`config.mk`:
```
export PLATFORM = sky130hd
export DESIGN_NAME = cevc_top
export DESIGN_NICKNAME = d
export VERILOG_FILES = /design/src/rtl/cevc_pkg.sv /design/src/rtl/cevc_mem_if.sv /design/src/rtl/cevc_top.sv /design/src/rtl/cevc_retmem.sv
export SDC_FILE = /design/constraint.sdc
export NUM_CORES = 1
export LEC_CHECK = 0
export ABC_AREA = 1
export BUFFER_PORTS_ARGS = -buffer_cell sky130_fd_sc_hd__clkbuf_2
export CAP_MARGIN = 0
export CELL_PAD_IN_SITES_DETAIL_PLACEMENT = 2
export CELL_PAD_IN_SITES_GLOBAL_PLACEMENT = 2
export CORE_ASPECT_RATIO = 1.1
export CORE_UTILIZATION = 47
export CTS_CLUSTER_SIZE = 40
export DETAILED_ROUTE_END_ITERATION = 7
export PLACE_DENSITY_LB_ADDON = 0.1
export SYNTH_ARGS = -nofsm -noshare
export SYNTH_HDL_FRONTEND = slang
export SYNTH_SLANG_ARGS = --single-unit
```
`constraint.sdc`:
```
create_clock -name CLK -period 7.72 [get_ports CLK]
set_input_delay 0.772 -clock CLK [delete_from_list [all_inputs] [get_ports CLK]]
set_output_delay 0.772 -clock CLK [all_outputs]
set_load 0.05 [all_outputs]
```
`src/rtl/cevc_pkg.sv`:
```
// Purpose: shared constants for the core event controller
// Assumes: sixteen event classes, level 0 is the highest priority
// Notes: none
`default_nettype none
package cevc_pkg;
  localparam int NUM_EVT = 16;
  localparam int LVL_W = 4;
  localparam int ADDR_W = 32;
  localparam int PIN_W = 15;
  localparam logic [3:0] LVL_EMU = 4'h0;
  localparam logic [3:0] LVL_RST = 4'h1;
  localparam logic [3:0] LVL_NMI = 4'h2;
  localparam logic [3:0] LVL_EXC = 4'h3;
  localparam logic [3:0] LVL_GEN = 4'h4;
  localparam logic [3:0] LVL_HWE = 4'h5;
  localparam logic [3:0] LVL_TMR = 4'h6;
  localparam logic [3:0] LVL_GP_FIRST = 4'h7;
  localparam logic [3:0] LVL_GP_LAST = 4'hf;
  localparam int NUM_GP = 9;
  // pin vector positions
  localparam int PIN_EMU = 0;
  localparam int PIN_RST = 1;
  localparam int PIN_NMI = 2;
  localparam int PIN_WDOG = 3;
  localparam int PIN_HWE = 4;
  localparam int PIN_TMR = 5;
  localparam int PIN_GP0 = 6;
  // reset values
  localparam logic [15:0] ACTIVE_RST = 16'h0000;
  localparam logic [15:0] LATCH_RST = 16'h0000;
  localparam logic [31:0] ADDR_RST = 32'h0000_0000;
  // levels that no mask can block
  localparam logic [15:0] UNMASKABLE = 16'h000f;
  localparam logic [15:0] MASKABLE = 16'hffe0;
  // timing in core clock cycles
  localparam int EDGE_DETECT_CYC = 2;
  localparam int MIN_LATENCY_CYC = 3;
  typedef logic [LVL_W-1:0] cevc_lvl_t;
  typedef logic [NUM_EVT-1:0] cevc_vec_t;
endpackage
`default_nettype wire

```
`src/rtl/cevc_mem_if.sv`:
```
// Purpose: link between event controller and its return address store
// Assumes: one write and one read port, same clock
// Notes: read data are registered inside the store
`timescale 1ns/100ps
`default_nettype none
interface cevc_mem_if;
  logic wr_en;
  cevc_pkg::cevc_lvl_t wr_idx;
  logic [cevc_pkg::ADDR_W-1:0] wr_data;
  logic rd_en;
  cevc_pkg::cevc_lvl_t rd_idx;
  logic [cevc_pkg::ADDR_W-1:0] rd_data;
  modport ctl(output wr_en, output wr_idx, output wr_data, output rd_en,
    output rd_idx, input rd_data);
  modport mem(input wr_en, input wr_idx, input wr_data, input rd_en,
    input rd_idx, output rd_data);
endinterface
`default_nettype wire

```
`src/rtl/cevc_top.sv`:
```
// Purpose: core event controller, ranks events and hands them to the core
// Assumes: event pins are asynchronous, exception and return from core
// Notes: unmask bits and global enable come from the core's own registers
`timescale 1ns/100ps
`default_nettype none
module cevc_top (
  input wire logic CLK,
  input wire logic SYS_RST,
  input wire logic EMU_REQ,
  input wire logic RESET_REQ,
  input wire logic NMI_PIN,
  input wire logic WDOG_NMI,
  input wire logic HWERR_REQ,
  input wire logic TIMER_REQ,
  input wire logic [8:0] GEN_IRQ,
  input wire logic EXC_REQ,
  input wire logic GLOBAL_EN,
  input wire logic [15:0] EVENT_UNMASK,
  input wire logic [31:0] CORE_PC,
  input wire logic RET_REQ,
  input wire logic [3:0] RET_LEVEL,
  output logic TAKE_PULSE,
  output logic [3:0] TAKE_LEVEL,
  output logic [15:0] EVENT_ACTIVE,
  output logic [15:0] EVENT_LATCH,
  output logic EMU_MODE,
  output logic CORE_RESET,
  output logic COMMIT_BLOCK,
  output logic RET_VALID,
  output logic [31:0] RET_ADDR
);
  ////////////////////////////////////////////////////////////////////////////
  // pin synchronisers and edge detect
  logic [cevc_pkg::PIN_W-1:0] pin_raw;
  logic [cevc_pkg::PIN_W-1:0] s1_q;
  logic [cevc_pkg::PIN_W-1:0] s2_q;
  logic [cevc_pkg::PIN_W-1:0] s3_q;
  logic [cevc_pkg::PIN_W-1:0] pin_edge;
  cevc_pkg::cevc_vec_t edge_evt;

  assign pin_raw = {GEN_IRQ, TIMER_REQ, HWERR_REQ, WDOG_NMI, NMI_PIN,
    RESET_REQ, EMU_REQ};

  genvar gi;
  generate
    for (gi = 0; gi < cevc_pkg::PIN_W; gi++) begin : g_sync
      always_ff @(posedge CLK or posedge SYS_RST) begin
        if (SYS_RST) begin
          s1_q[gi] <= 1'b0;
          s2_q[gi] <= 1'b0;
          s3_q[gi] <= 1'b0;
        end else begin
          s1_q[gi] <= pin_raw[gi];
          s2_q[gi] <= s1_q[gi];
          s3_q[gi] <= s2_q[gi];
        end
      end
      assign pin_edge[gi] = s2_q[gi] & ~s3_q[gi];
    end
  endgenerate

  // event vector in priority order
  always_comb begin
    edge_evt = '0;
    edge_evt[cevc_pkg::LVL_EMU] = pin_edge[cevc_pkg::PIN_EMU];
    edge_evt[cevc_pkg::LVL_RST] = pin_edge[cevc_pkg::PIN_RST];
    edge_evt[cevc_pkg::LVL_NMI] = pin_edge[cevc_pkg::PIN_NMI] |
      pin_edge[cevc_pkg::PIN_WDOG];
    edge_evt[cevc_pkg::LVL_EXC] = EXC_REQ;
    edge_evt[cevc_pkg::LVL_HWE] = pin_edge[cevc_pkg::PIN_HWE];
    edge_evt[cevc_pkg::LVL_TMR] = pin_edge[cevc_pkg::PIN_TMR];
    edge_evt[15:7] = pin_edge[cevc_pkg::PIN_W-1:cevc_pkg::PIN_GP0];
  end

  ////////////////////////////////////////////////////////////////////////////
  // ranking
  function automatic logic [4:0] cevc_first(input logic [15:0] v);
    logic [4:0] r;
    r = 5'h00;
    for (int i = 15; i >= 0; i--) begin
      if (v[i]) begin
        r = {1'b1, 4'(i)};
      end
    end
    return r;
  endfunction

  cevc_pkg::cevc_vec_t latch_q;
  cevc_pkg::cevc_vec_t latch_d;
  cevc_pkg::cevc_vec_t active_q;
  cevc_pkg::cevc_vec_t active_d;
  cevc_pkg::cevc_vec_t cand;
  cevc_pkg::cevc_vec_t en_mask;
  cevc_pkg::cevc_vec_t elig;
  cevc_pkg::cevc_vec_t take_oh;
  cevc_pkg::cevc_vec_t ret_oh;
  logic [4:0] pick_r;
  logic [4:0] top_r;
  cevc_pkg::cevc_lvl_t pick;
  logic take;
  logic ret_ok;

  assign cand = latch_q | edge_evt;
  // levels 5..15 obey unmask bits and global enable
  assign en_mask = cevc_pkg::UNMASKABLE |
    (cevc_pkg::MASKABLE & EVENT_UNMASK & {16{GLOBAL_EN}});
  assign elig = cand & en_mask;
  assign pick_r = cevc_first(elig);
  assign top_r = cevc_first(active_q);
  assign pick = pick_r[3:0];
  // strictly above every active event, else wait
  assign take = pick_r[4] & (~top_r[4] | (pick < top_r[3:0]));
  assign take_oh = take ? (16'h0001 << pick) : 16'h0000;
  assign ret_ok = RET_REQ & active_q[RET_LEVEL];
  assign ret_oh = ret_ok ? (16'h0001 << RET_LEVEL) : 16'h0000;

  ////////////////////////////////////////////////////////////////////////////
  // latch bits
  always_comb begin
    // a new edge during activation stays queued
    latch_d = (latch_q & ~take_oh) | (edge_evt & ~(take_oh & ~latch_q));
    latch_d[cevc_pkg::LVL_GEN] = 1'b0;
  end

  always_ff @(posedge CLK or posedge SYS_RST) begin
    if (SYS_RST) begin
      latch_q <= cevc_pkg::LATCH_RST;
    end else begin
      latch_q <= latch_d;
    end
  end

  ////////////////////////////////////////////////////////////////////////////
  // active bits
  always_comb begin
    if (take && pick == cevc_pkg::LVL_RST) begin
      active_d = take_oh;
    end else begin
      active_d = (active_q & ~ret_oh) | take_oh;
    end
  end

  always_ff @(posedge CLK or posedge SYS_RST) begin
    if (SYS_RST) begin
      active_q <= cevc_pkg::ACTIVE_RST;
    end else begin
      active_q <= active_d;
    end
  end

  ////////////////////////////////////////////////////////////////////////////
  // dispatch outputs
  logic take_q;
  cevc_pkg::cevc_lvl_t take_lvl_q;
  logic emu_q;
  logic core_rst_q;
  logic ret_valid_q;

  always_ff @(posedge CLK or posedge SYS_RST) begin
    if (SYS_RST) begin
      take_q <= 1'b0;
      take_lvl_q <= cevc_pkg::LVL_EMU;
    end else begin
      take_q <= take;
      if (take) begin
        take_lvl_q <= pick;
      end
    end
  end

  always_ff @(posedge CLK or posedge SYS_RST) begin
    if (SYS_RST) begin
      emu_q <= 1'b0;
    end else if (take && pick == cevc_pkg::LVL_EMU) begin
      emu_q <= 1'b1;
    end else if (ret_ok && RET_LEVEL == cevc_pkg::LVL_EMU) begin
      emu_q <= 1'b0;
    end
  end

  always_ff @(posedge CLK or posedge SYS_RST) begin
    if (SYS_RST) begin
      core_rst_q <= 1'b0;
    end else begin
      core_rst_q <= take && pick == cevc_pkg::LVL_RST;
    end
  end

  always_ff @(posedge CLK or posedge SYS_RST) begin
    if (SYS_RST) begin
      ret_valid_q <= 1'b0;
    end else begin
      ret_valid_q <= ret_ok;
    end
  end

  ////////////////////////////////////////////////////////////////////////////
  // return address store
  cevc_mem_if mem_bus ();

  assign mem_bus.wr_en = take;
  assign mem_bus.wr_idx = pick;
  assign mem_bus.wr_data = CORE_PC;
  assign mem_bus.rd_en = ret_ok;
  assign mem_bus.rd_idx = RET_LEVEL;

  cevc_retmem u_retmem (
    .CLK(CLK),
    .SYS_RST(SYS_RST),
    .bus(mem_bus)
  );

  assign TAKE_PULSE = take_q;
  assign TAKE_LEVEL = take_lvl_q;
  assign EVENT_ACTIVE = active_q;
  assign EVENT_LATCH = latch_q;
  assign EMU_MODE = emu_q;
  assign CORE_RESET = core_rst_q;
  // hold commit while an exception waits
  assign COMMIT_BLOCK = EXC_REQ | latch_q[cevc_pkg::LVL_EXC];
  assign RET_VALID = ret_valid_q;
  assign RET_ADDR = mem_bus.rd_data;
endmodule
`default_nettype wire

```
`src/rtl/cevc_retmem.sv`:
```
// Purpose: one return address word per event class
// Assumes: write and read in the same cycle use old contents
// Notes: array itself is not reset
`timescale 1ns/100ps
`default_nettype none
module cevc_retmem (
  input wire logic CLK,
  input wire logic SYS_RST,
  cevc_mem_if.mem bus
);
  logic [cevc_pkg::ADDR_W-1:0] mem_q [cevc_pkg::NUM_EVT];
  logic [cevc_pkg::ADDR_W-1:0] rd_q;

  always_ff @(posedge CLK) begin
    if (bus.wr_en) begin
      mem_q[bus.wr_idx] <= bus.wr_data;
    end
  end

  always_ff @(posedge CLK or posedge SYS_RST) begin
    if (SYS_RST) begin
      rd_q <= cevc_pkg::ADDR_RST;
    end else if (bus.rd_en) begin
      rd_q <= mem_q[bus.rd_idx];
    end
  end

  assign bus.rd_data = rd_q;
endmodule
`default_nettype wire

```
==> results by group <==
Run status
  – Result of the run: finished clean

STA
  – Min Hold Slack: 0.235 ns
  – Transition at the pin with the smallest max-transition slack: 1.12 ns
  – Max-slew violation count: 0
  – Final critical delay including setup and external delays: 5.26 ns
  – Slack of the critical path: 2.46 ns
  – Final Cycle Share: 68.2%
  – Worst setup skew after layout: 0.0222 ns
  – # setup viols final: 0
  – Headroom to the max-slew limit: 25.0%
  – Final hold vios: 0
  – Total negative slack: 0 ns
  – Fmax achieved: 0.190 GHz
  – RSZ-0062 raised after global routing: false

Synth
  – Proportion of register bits with asynchronous set or reset after synthesis: 18.5%
  – Top flip-flop cell by instance count after synthesis: edfxtp_1
  – Post-synth cell types: 36
  – Share of the synthesized area in the top cell type: 64.8%
  – Total standard cell area after synthesis: 23700 sq um
  – Synthesis warning total: 0
  – Post-synthesis cell count: 1674
  – Top post-synthesis cells by count: edfxtp_1, nand2_1, a22oi_1
  – Cell taking the most area after synthesis: edfxtp_1
  – Flops & latches, synth: 628
  – Cell types with the largest area share after synthesis: edfxtp_1, dfrtp_1, a22oi_1, nand2_1, nand3_1
  – Share of synthesized area occupied by flip-flops and latches: 77.1%
  – Library cell with the highest instance count after synthesis: edfxtp_1
  – Mean instance size in the synthesized netlist: 14.2 sq um
  – Number of enable-type register cells in the synthesized netlist: 512

Placement
  – Global placer's final weighted congestion: 0.813
  – HPWL Detailed: 41.9 mm
  – Post-placement setup slack: 2.05 ns
  – Count of input and output buffers: 138

Die
  – Total I/O pin count: 145
  – Die area: 51400 sq um
  – Die height: 238 um
  – Die X: 216 um
  – Initial core utilization: 48.1%
  – Core Footprint: 49300 sq um
  – FP Rows: 85

Power and ir drop
  – Sw power: 2.40 mW
  – Power per standard cell area: 300 nW/um^2
  – Clock power frac: 36.7%
  – Switching share of power: 29.4%
  – IR Drop Worst-Case VDD: 0.000255 V
  – Leak Pwr: 9.82 nW
  – Combinational share of power: 13.9%
  – Internal Pwr Total: 5.75 mW
  – Fraction of power consumed by sequential logic: 49.4%

Worst setup path
  – Slowest stage delay, CP: 0.79 ns
  – CP required: 8.05 ns
  – Crit path buffers/inverters: 4
  – Endpoint type of the worst setup path: flip-flop
  – Startpoint type of the worst setup path: flip-flop
  – WP data arrival: 5.59 ns
  – Cell with the most instances on the worst path: nand2_1
  – Slowest cell on the critical path: clkinv_1
  – Crit-path cells: a21o_1, nand3_1, nand2_1, a31oi_1, nor2_1, o21ai_0, nand2_1, nand3_1, inv_1, ha_1, nand2_1, nand2_1, nand2_1, nand2_1, nand2_2, nand2_1, inv_1, nand2_1, clkinv_1, buf_4
  – Critical path class: reg2reg
  – Dominant delay contributor by cell family on the critical path: buffers and inverters
  – Maximum fanout count along the critical path: 20

Layout
  – Layout net count: 1916
  – Layout Area Growth over Synthesis: 14.5%
  – Filler cells: 4567
  – Layout cells sized above 1: 14.5%

GRT
  – Number of global-route vias before repair: 17600
  – Largest net degree at the start of global routing: 83
  – Antenna violations before repair: 4
  – GRT Residual Overflow: 0
  – Global-route wire length before repair: 118 mm
  – Total routing usage reported by global routing: 32.0%

CTS
  – TritonCTS buffer count: 61
  – Total clock sinks: 628
  – Worst-skew pair later-pin latency: 0.65 ns
  – Setup Fix Bufs, Post-CTS: 0
  – # H-tree levels: 2
  – Post-CTS Resized: 0
  – Number of buffers inserted by hold repair at cts: 0
  – Clock-pin slew reported for the worst setup and hold paths after clock tree synthesis: 0.07 ns
  – Buffer cell driving the clock tree root: clkbuf_16
  – Max clock buf depth: 3
  – CTS tree: built

Flow run
  – MaxCap Viol Count: 0

Route
  – First DRT Iteration DRCs: 1377
  – DRC viols: 0
  – Average wire per cell in the routed design: 31.9 um
  – Antenna-violating nets left: 0
  – Total vias in the final route: 15800
  – DRT Pass-1 Iters: 5
  – Post-detailed-route via-to-cell ratio: 6.20
  – Routed Wire Length: 81.3 mm

Hold path
  – Path category of the worst min-delay check: in2async
[per-layer routing]
metal	GRT usage [%]	share of wire (%)
met1	39.5	38
met2	56.7	53
met4	12.5	3.3
met5	0	0.014
met3	4.30	5.3
[logic make-up after synthesis]
family | synth area share, %
flip-flops | 77.1
AND/OR/NAND/NOR | 9.52
AO/OA/AOI/OAI | 9.93
buffers and inverters | 3.30
adder cells (fa/ha/maj) | 0.158
other | 0.0158
[power groups by stage]
stage	sequential, mW	clock [mW]	combinational, mW
2_1_floorplan	4.33	0	0.428
3_3_place_gp	4.06	0	1.05
3_5_place_dp	4.08	0	1.11
4_1_cts	4.03	3.03	1.14
5_1_grt	4.04	3.12	1.19
6_report	4.03	2.99	1.13
[worst reg2reg max path, delay by kind of cell (launching register included)]
family                   cells  cell delay, ns
flip-flops                   1            0.41
AO/OA/AOI/OAI                3            0.57
buffers and inverters        4            1.87
adder cells (fa/ha/maj)      1            0.30
AND/OR/NAND/NOR             12            1.76
[placed cells by master, fill, tap and decap left out, types with 3 or more instances in the layout]
master and instances:
conb_1 33, a21o_1 6, o22ai_1 7, edfxtp_1 512, inv_1 82, inv_2 4, o21ai_0 35, clkbuf_1 17
nand3_1 154, o211ai_1 3, nor2_1 60, ha_1 3, dfrtp_1 116, nor3_2 3, o221ai_1 5, nand2_1 236
clkbuf_2 137, o31ai_1 4, clkinv_2 14, nand4_1 42, a22oi_1 204, a31oi_1 54, nand2_2 4, buf_4 30
clkbuf_16 62, o41ai_1 5, clkinv_1 24, bufinv_16 4, a21oi_1 8, nor3_1 5
[state kept, by name (all words and copies together) (netlist names)]
signal and cells:
s2_q 15, CORE_RESET 1, u_retmem.bus.rd_data 32, EVENT_ACTIVE 16, TAKE_PULSE 1, s1_q 15, RET_VALID 1, EMU_MODE 1
TAKE_LEVEL 4, u_retmem.mem_q 512, EVENT_LATCH 15, s3_q 15
[stage by stage]
stage	utilization (%)	cells	cell area (sq um)	power, mW
3_5_place_dp	51.1	2430	25200	5.19
4_1_cts	55.0	2546	27100	8.19
5_1_grt	55.0	2548	27100	8.35
3_3_place_gp	51.1	2430	25200	5.11
2_1_floorplan	-	1706	23800	4.76
6_report	55.0	2548	27100	8.15
[area by class of cell]
type / count / area (sq um) / share of cell area, %
sequential: 628 / 18300 / 67.3
multi-input combinational: 882 / 4810 / 17.7
clock buffer: 81 / 1640 / 6.05
timing repair buffer: 167 / 911 / 3.36
tap: 652 / 816 / 3.01
inverter: 101 / 392 / 1.44
clock inverter: 35 / 295 / 1.09
antenna: 2 / 5.00 / 0.0184
[final timing paths]
path / cells past startpoint / endpoint / start / slack (ns)
setup / recovery: 20 / u_retmem.mem_q[2][22]$_DFFE_PP_ / s2_q[9]$_DFF_PP0_ / 2.46
hold / removal: 2 / u_retmem.bus.rd_data[7]$_DFFE_PP0P_ / SYS_RST / 0.24
setup reg to reg: 20 / u_retmem.mem_q[2][22]$_DFFE_PP_ / s2_q[9]$_DFF_PP0_ / 2.46
hold reg to reg: 0 / s2_q[13]$_DFF_PP0_ / s1_q[13]$_DFF_PP0_ / 0.35
max in group asynchronous: 3 / EVENT_ACTIVE[3]$_DFF_PP0_ / SYS_RST / 6.08
min in group CLK: 1 / s1_q[11]$_DFF_PP0_ / GEN_IRQ[5] / 0.24
No activity file was read; power rests on OpenSTA's default activity.
